## config.mk

```make
export PLATFORM = sky130hd
export DESIGN_NAME = serial_irq_status_crc
export DESIGN_NICKNAME = d
export VERILOG_FILES = /design/src/logic/serial_irq_pkg.sv /design/src/logic/serial_irq_status_crc.sv /design/src/logic/irq_edge_sticky.sv
export VERILOG_INCLUDE_DIRS = /design/src /design/src/logic
export SDC_FILE = /design/constraint.sdc
export NUM_CORES = 1
export LEC_CHECK = 0
export BUFFER_PORTS_ARGS = -buffer_cell sky130_fd_sc_hd__clkbuf_2
export CAP_MARGIN = 20
export CORE_MARGIN = 4
export CORE_UTILIZATION = 51
export CTS_BUF_LIST = sky130_fd_sc_hd__clkbuf_4
export DETAILED_ROUTE_END_ITERATION = 12
export GPL_ROUTABILITY_DRIVEN = 1
export PLACE_DENSITY_LB_ADDON = 0.08
export SLEW_MARGIN = 20
export SYNTH_ARGS = -nofsm -noshare
export SYNTH_HDL_FRONTEND = slang
export SYNTH_SLANG_ARGS = --single-unit
```

## constraint.sdc

```tcl
create_clock -name core_clk -period 2.2 [get_ports core_clk]
set_clock_uncertainty 0.1 [all_clocks]
set_input_delay 0.11 -clock core_clk [delete_from_list [all_inputs] [get_ports core_clk]]
set_output_delay 0.11 -clock core_clk [all_outputs]
set_load 0.005 [all_outputs]
```

## src/logic/serial_irq_defines.svh

```systemverilog
/*
 * register offsets, field positions, reset values and crc polynomials for
 * the serial channel interrupt and crc block.
 * assumes a 32-bit avalon-mm slave with byte addresses; printed offsets are
 * register indices, so the byte address is four times the index.
 */
`ifndef SERIAL_IRQ_DEFINES_SVH
`define SERIAL_IRQ_DEFINES_SVH

// register indices as printed
`define CRC_RESULT_IDX        12'h0c06
`define IRQ_STICKY_IDX        12'h0c08
`define IRQ_GUARD_IDX         12'h0c0a
`define IRQ_ENABLE_IDX        12'h0c0c
`define IRQ_REQUEST_IDX       12'h0c0e
// crc control word, an index of our own in the free slot below the result
`define CRC_CONTROL_IDX       12'h0c04

// source bit positions
`define SRC_TX_SHIFT_EMPTY    3
`define SRC_RX_SHIFT_FULL     2
`define SRC_TX_BUF_EMPTY      1
`define SRC_RX_BUF_FULL       0

// crc control field positions
`define CTL_POLY_BIT          0
`define CTL_DIR_BIT           1
`define CTL_INIT_BIT          2

// reset values
`define IRQ_FIELD_RESET       4'h0
`define CRC_RESET             16'h0000

// polynomials: x16+x12+x5+1 and x7+x3+1
`define CRC16_POLY            16'h1021
`define CRC7_POLY             7'h09

`endif

```

## src/logic/serial_irq_pkg.sv

```systemverilog
/*
 * types shared by the serial channel interrupt and crc block.
 * assumes the defines header for numbers; only types live here.
 */
package serial_irq_pkg;

    // one bit per interrupt source, same layout in every register
    typedef struct packed {
        logic tx_shift_empty;
        logic rx_shift_full;
        logic tx_buf_empty;
        logic rx_buf_full;
    } irq_bits_t;

    // serial bit fed into the crc accumulator
    typedef struct packed {
        logic valid;
        logic data;
    } crc_bit_t;

    // crc control bits
    typedef struct packed {
        logic crc_initialise;
        logic crc_direction_select;
        logic crc_poly_select;
    } crc_ctrl_t;

endpackage

```

## src/logic/serial_irq_status_crc.sv

```systemverilog
/*
 * interrupt bookkeeping and crc result logic of one synchronous serial
 * channel, reached as an avalon-mm slave with waitrequest.
 * assumes the four sources and the serial bit stream come from logic on
 * core_clk; they pass no synchroniser.
 */
`timescale 1ns/1ps

`include "serial_irq_defines.svh"

module serial_irq_status_crc (
    input  wire logic                      core_clk,
    input  wire logic                      sys_rst,
    // avalon-mm slave
    input  wire logic [15:0]               address,
    input  wire logic                      read,
    input  wire logic                      write,
    input  wire logic [31:0]               writedata,
    input  wire logic [3:0]                byteenable,
    output logic      [31:0]               readdata,
    output logic                           waitrequest,
    output logic      [1:0]                response,
    // source conditions from the channel
    input  wire serial_irq_pkg::irq_bits_t source,
    // serial bits shifted out and in
    input  wire serial_irq_pkg::crc_bit_t  tx_bit,
    input  wire serial_irq_pkg::crc_bit_t  rx_bit,
    // channel interrupt
    output logic                           channel_irq,
    output serial_irq_pkg::crc_ctrl_t      crc_ctrl
);

    typedef struct packed {
        serial_irq_pkg::irq_bits_t guard;
        serial_irq_pkg::irq_bits_t enable;
        serial_irq_pkg::crc_ctrl_t ctrl;
        logic [15:0]               crc_value;
        logic [31:0]               readdata;
        logic                      waitrequest;
        logic [1:0]                response;
        logic                      irq;
    } state_t;

    state_t                    state;
    state_t                    next_state;
    serial_irq_pkg::irq_bits_t sticky;
    serial_irq_pkg::irq_bits_t req;
    logic [3:0]                clear_bits;
    logic                      access;
    logic                      wr_lo;
    logic [13:0]               index;
    logic                      crc_bit;
    logic                      crc_step;

    // one-wait-state slave: waitrequest drops in the cycle after the request
    assign access     = (read | write) & state.waitrequest;
    assign index      = address[15:2];
    assign wr_lo      = write & access & byteenable[0];
    assign clear_bits = (wr_lo && index == 14'(`IRQ_STICKY_IDX)) ? writedata[3:0] : 4'h0;

    // sources wired in the documented bit order
    genvar g;
    generate
        for (g = 0; g < 4; g++) begin : g_src
            irq_edge_sticky u_src (
                .core_clk     (core_clk),
                .sys_rst      (sys_rst),
                .source       (source[g]),
                .clear_strobe (clear_bits[g]),
                .clear_guard  (state.guard[g]),
                .irq_en       (next_state.enable[g]),
                .sticky       (sticky[g]),
                .req          (req[g])
            );
        end
    endgenerate

    // crc input follows the direction select: zero transmit, one receive
    assign crc_bit   = state.ctrl.crc_direction_select ? rx_bit.data  : tx_bit.data;
    assign crc_step  = state.ctrl.crc_direction_select ? rx_bit.valid : tx_bit.valid;

    // register file, crc accumulator and interrupt output
    always_comb begin
        logic fb;
        logic [15:0] c;
        fb         = 1'b0;
        c          = state.crc_value;
        next_state = state;
        next_state.waitrequest = 1'b1;
        next_state.response    = 2'b00;
        next_state.readdata    = 32'h0000_0000;
        if (access) begin
            next_state.waitrequest = 1'b0;
            if (read) begin
                unique case (index)
                    14'(`CRC_RESULT_IDX):  next_state.readdata = {16'h0000, state.crc_value};
                    14'(`IRQ_STICKY_IDX):  next_state.readdata = {28'h000_0000, sticky};
                    14'(`IRQ_GUARD_IDX):   next_state.readdata = {28'h000_0000, state.guard};
                    14'(`IRQ_ENABLE_IDX):  next_state.readdata = {28'h000_0000, state.enable};
                    14'(`IRQ_REQUEST_IDX): next_state.readdata = {28'h000_0000, req};
                    14'(`CRC_CONTROL_IDX): next_state.readdata = {29'h0000_0000, state.ctrl};
                    default:               next_state.response = 2'b10;
                endcase
            end else if (wr_lo) begin
                unique case (index)
                    14'(`IRQ_GUARD_IDX):   next_state.guard  = writedata[3:0];
                    14'(`IRQ_ENABLE_IDX):  next_state.enable = writedata[3:0];
                    14'(`CRC_CONTROL_IDX): next_state.ctrl   = writedata[2:0];
                    14'(`CRC_RESULT_IDX), 14'(`IRQ_STICKY_IDX), 14'(`IRQ_REQUEST_IDX): begin
                    end
                    default:               next_state.response = 2'b10;
                endcase
            end
        end
        // accumulate one bit per shifted bit; msb-first lfsr
        if (crc_step) begin
            if (state.ctrl.crc_poly_select) begin
                fb = c[15] ^ crc_bit;
                c  = {c[14:0], 1'b0} ^ (fb ? `CRC16_POLY : 16'h0000);
            end else begin
                fb = c[6] ^ crc_bit;
                c  = {9'h000, c[5:0], 1'b0} ^ {9'h000, (fb ? `CRC7_POLY : 7'h00)};
            end
        end
        next_state.crc_value = c;
        // writing initialise from zero to one clears the accumulator
        if (next_state.ctrl.crc_initialise && !state.ctrl.crc_initialise) begin
            next_state.crc_value = `CRC_RESET;
        end
        next_state.irq = |req;
    end

    always_ff @(posedge core_clk) begin
        if (sys_rst) begin
            state             <= '0;
            state.waitrequest <= 1'b1;
        end else begin
            state <= next_state;
        end
    end

    assign readdata    = state.readdata;
    assign waitrequest = state.waitrequest;
    assign response    = state.response;
    assign channel_irq = state.irq;
    assign crc_ctrl    = state.ctrl;
endmodule

```

## src/logic/irq_edge_sticky.sv

```systemverilog
/*
 * one interrupt source: edge detector, sticky bit with guarded
 * write-one-to-clear, and the gated request.
 * assumes the source is synchronous to core_clk.
 */
`timescale 1ns/1ps

module irq_edge_sticky (
    input  wire logic core_clk,
    input  wire logic sys_rst,
    input  wire logic source,
    input  wire logic clear_strobe,
    input  wire logic clear_guard,
    input  wire logic irq_en,
    output logic      sticky,
    output logic      req
);

    typedef struct packed {
        logic prev;
        logic sticky;
        logic req;
    } state_t;

    state_t state;
    state_t next_state;
    logic   rise;

    assign rise = source & ~state.prev;

    // a rising edge in the clearing cycle wins over the clear
    always_comb begin
        next_state        = state;
        next_state.prev   = source;
        if (clear_strobe && clear_guard) begin
            next_state.sticky = 1'b0;
        end
        if (rise) begin
            next_state.sticky = 1'b1;
        end
        next_state.req    = next_state.sticky & irq_en;
    end

    always_ff @(posedge core_clk) begin
        if (sys_rst) begin
            state <= '0;
        end else begin
            state <= next_state;
        end
    end

    assign sticky = state.sticky;
    assign req    = state.req;
endmodule

```

==> summary.txt <==
Pwr
  – Sw power: roughly 0.00048 W
  – Combinational fraction of design power: under 10%
  – Flop pwr share: 57.9%
  – Power share of the clock group: roughly 33%
  – Final Power: ~0.0019 W
  – Pint: 0.00138 W
  – Switching Share: 25.7%
  – Pleak: about 1.2 nW
  – Peak VDD IR: about 0.37 mV
  – Power per cell area: approximately 600 nW/um^2

Place
  – Port bufs: 52
  – Dpl hpwl: approximately 3800 um
  – GP Congestion: roughly 0.79
  – Dpl cells: just under 400

Route
  – DR iter-0 viols: roughly 120
  – Post-DRT Antenna Nets: 0
  – Routed vias/inst: between 4 and 5
  – Final WL: roughly 5300 um
  – Drt drc: 0
  – DR vias: around 2k
  – Average wire per standard cell: about 13 um
  – 1st-pass router iterations: 4

Timing
  – Final TNS setup: 0 ns
  – Slew HR: 65.6%
  – Least-Margin Pin Slew: 0.516 ns
  – Final Hold Vio Count: 0
  – Final setup viols: 0
  – RSZ-0062 raised after global routing: no
  – Fin Hold WS: ~0.035 ns
  – Max Fclk: ~0.57 GHz
  – Min cycle time layout: approximately 1.8 ns
  – Slew Limit Fails: 0
  – Period utilization: 80.2%

Floorplanning
  – Top Ports: roughly 100
  – DIE AREA: about 6500 um^2
  – Die Y: 80.8 um
  – Die width: slightly above 80 um
  – Core Region: 5110 um^2
  – Rows: 26
  – Starting Density: between 50% and 60%

CTS
  – TritonCTS clock tree: built
  – PostCTS Resize Cnt: 0
  – Clock Sinks: 58
  – Clk Latency, worst-skew pair: between 0.3 and 0.4 ns
  – CTS Hold Bufs: 11
  – CTS clk-pin slew, worst paths: about 0.090 ns
  – H-tree Lvls: 3
  – TritonCTS buffer count: 9
  – Max Buffers Root-to-Sink: 2
  – Post-CTS Setup Repair Bufs: 0
  – Root Driver: clkbuf_4

Outcome
  – Outcome: complete, no violations

Synthesis
  – Synthesized flop and latch total: just under 60
  – XOR/XNOR Fraction of Synth Area: roughly 1.6%
  – Main synth FF type: dfxtp_1
  – Synth Area in Adders: 0%
  – Main combinational cell family by area after synthesis: simple AND/OR/NAND/NOR gates
  – Multiplexer share of the synthesized area: approximately 8.0%
  – Synth Area in Compound Gates: under 10%
  – Simple-gate portion of the synthesized area: between 20% and 30%
  – Avg Cell Area, Syn: 9.36 um^2
  – Async SR Flop Fraction: 0%
  – Cell variety after synth: 39
  – Post-synth EDFFs: 0
  – Cell Area, Synth: around 2700 um^2
  – YS warnings: 0
  – Synth Instances: ~290
  – Sequential area share after synthesis: around 43%

Critical path
  – Critical setup path kind: primary input to register
  – Critical path cell sequence: dlygate4sd3_1 -> clkbuf_2 -> and2_1 -> nand3_2 -> nor4_4 -> mux2i_1 -> nor2b_1
  – Master of the slowest instance on the critical path: dlygate4sd3_1
  – WP buf/inv: 2
  – Setup crit end kind: register
  – Worst path top cell family by delay: simple AND/OR/NAND/NOR gates
  – Startpoint types: primary input
  – Critical Path RT: approximately 2.4 ns
  – Worst EP arrival: around 2.0 ns
  – Max stage delay on crit path: about 0.53 ns
  – Worst Path Max Fanout: 4

Global route
  – Vias in the first global route: approximately 1.8k
  – GRT Util Overall: between 10% and 20%
  – Gr ovfl total: 0
  – First-pass GRT wire length: approximately 8600 um
  – Largest net degree at the start of global routing: 22
  – Antenna violations before repair: 0

Finish
  – Fin util: between 50% and 60%
  – N_diodes: 0
  – Layout Nets: approximately 400
  – Sequential cell area: 1160 um^2
  – Area of the multi-input gates: roughly 1300 um^2
  – Layout fillers: ~480
  – Layout cells sized above 1: 28.1%
  – Layout Cells excl Fill: around 410
  – Synthesis-to-layout area growth: 12.5%

Worst hold path
  – Hold Path Class: primary input to register

Job
  – MaxCap Viol Count: 0
-- Yosys cell counts (all sizes together) (3+ instances only) --
library cell	number	area, um^2
mux2	4	45.0
xor2	3	26.3
nor2b	14	87.6
nand2	31	116
buf	40	305
nor3	8	45.0
dfxtp	58	1160
nand3	12	65.1
a21oi	15	113
nor4	6	82.6
nor2	30	113
mux2i	17	170
and2	13	81.3
clkbuf	8	30.0
a211oi	9	67.6
-- per-stage QoR --
step / setup slack (ns) / instance area [um^2]
detailed placement: 0.368 / 2830
CTS: 0.455 / 3040
finish: 0.435 / 3040
global route: 0.362 / 3040
floorplan: 0.582 / 2760
global placement: 0.383 / 2830
-- path summary, 6_finish.rpt --
kind	end	cells after the start	startpoint	slack [ns]
min reg2reg	state[49]	2	state[49]	0.38
max reg2reg	g_src[2].u_src.req	4	waitrequest	0.56
min	response[1]	2	read	0.03
max	g_src[2].u_src.req	7	write	0.44
-- kinds of logic after synthesis --
family	count (synthesis)
XOR/XNOR	5
buffers and inverters	49
other	1
flip-flops	58
multiplexers	21
AND/OR/NAND/NOR	124
AO/OA/AOI/OAI	31
-- worst reg2reg max path, cell delays in order, from the launching register on --
cell and delay [ns]:
dfxtp_1 0.41, nand3_2 0.16, nor4_4 0.51, mux2i_1 0.28
nor2b_1 0.08
-- layout by cell type (no fill, tap or decap), types with 2 or more instances in the layout --
cell type / Yosys / final
nor2_1: 30 / 30
dfxtp_1: 58 / 58
buf_4: 37 / 7
conb_1: 1 / 17
nand3_1: 11 / 11
a211oi_1: 9 / 9
clkinv_1: 0 / 2
nor4_1: 3 / 3
xnor2_1: 2 / 2
o21ai_0: 2 / 2
clkbuf_4: 0 / 11
mux2_2: 4 / 4
a21oi_1: 5 / 5
clkbuf_2: 0 / 52
and2_1: 13 / 13
nand2_1: 31 / 31
nand3b_1: 2 / 2
nor4_4: 3 / 3
mux2i_1: 17 / 17
a21oi_2: 10 / 10
dlygate4sd3_1: 0 / 11
nor2b_1: 14 / 14
nor3_1: 7 / 7
xor2_1: 3 / 3
-- cell type report --
cell class,count,share of cell area (%)
clock buffers,11,2.71
multi-input cells,198,41.5
inverters,1,0.123
repair buffers,70,13.9
flip-flops and latches,58,38.2
clock inverters,4,0.658
well taps,70,2.88
-- power groups by stage --
| stage | logic, W | clock network, W | registers (W) |
|---|---|---|---|
| floorplan | 0.000116 | 0 | 0.00110 |
| global placement | 0.000144 | 0 | 0.00110 |
| detailed placement | 0.000146 | 0 | 0.00110 |
| CTS | 0.000161 | 0.000636 | 0.00108 |
| global route | 0.000181 | 0.000687 | 0.00108 |
| finish | 0.000162 | 0.000623 | 0.00108 |
-- registers in the layout (all words and copies together) (netlist names) --
register / flops
state: 24
readdata: 16
g_src.u_src.req: 4
g_src.u_src.state: 4
g_src.u_src.sticky: 4
crc_ctrl: 3
channel_irq: 1
response: 1
waitrequest: 1
-- per-layer routing --
metal	vias up	share of wire, %	global-route usage [%]
li1	1021	-	-
met3	8	7.7	5.99
met1	899	48	23.9
met2	66	43	24.8
met5	-	0	0
met4	0	1.5	6.93
Note: power is estimated with default switching activity, not from simulation.
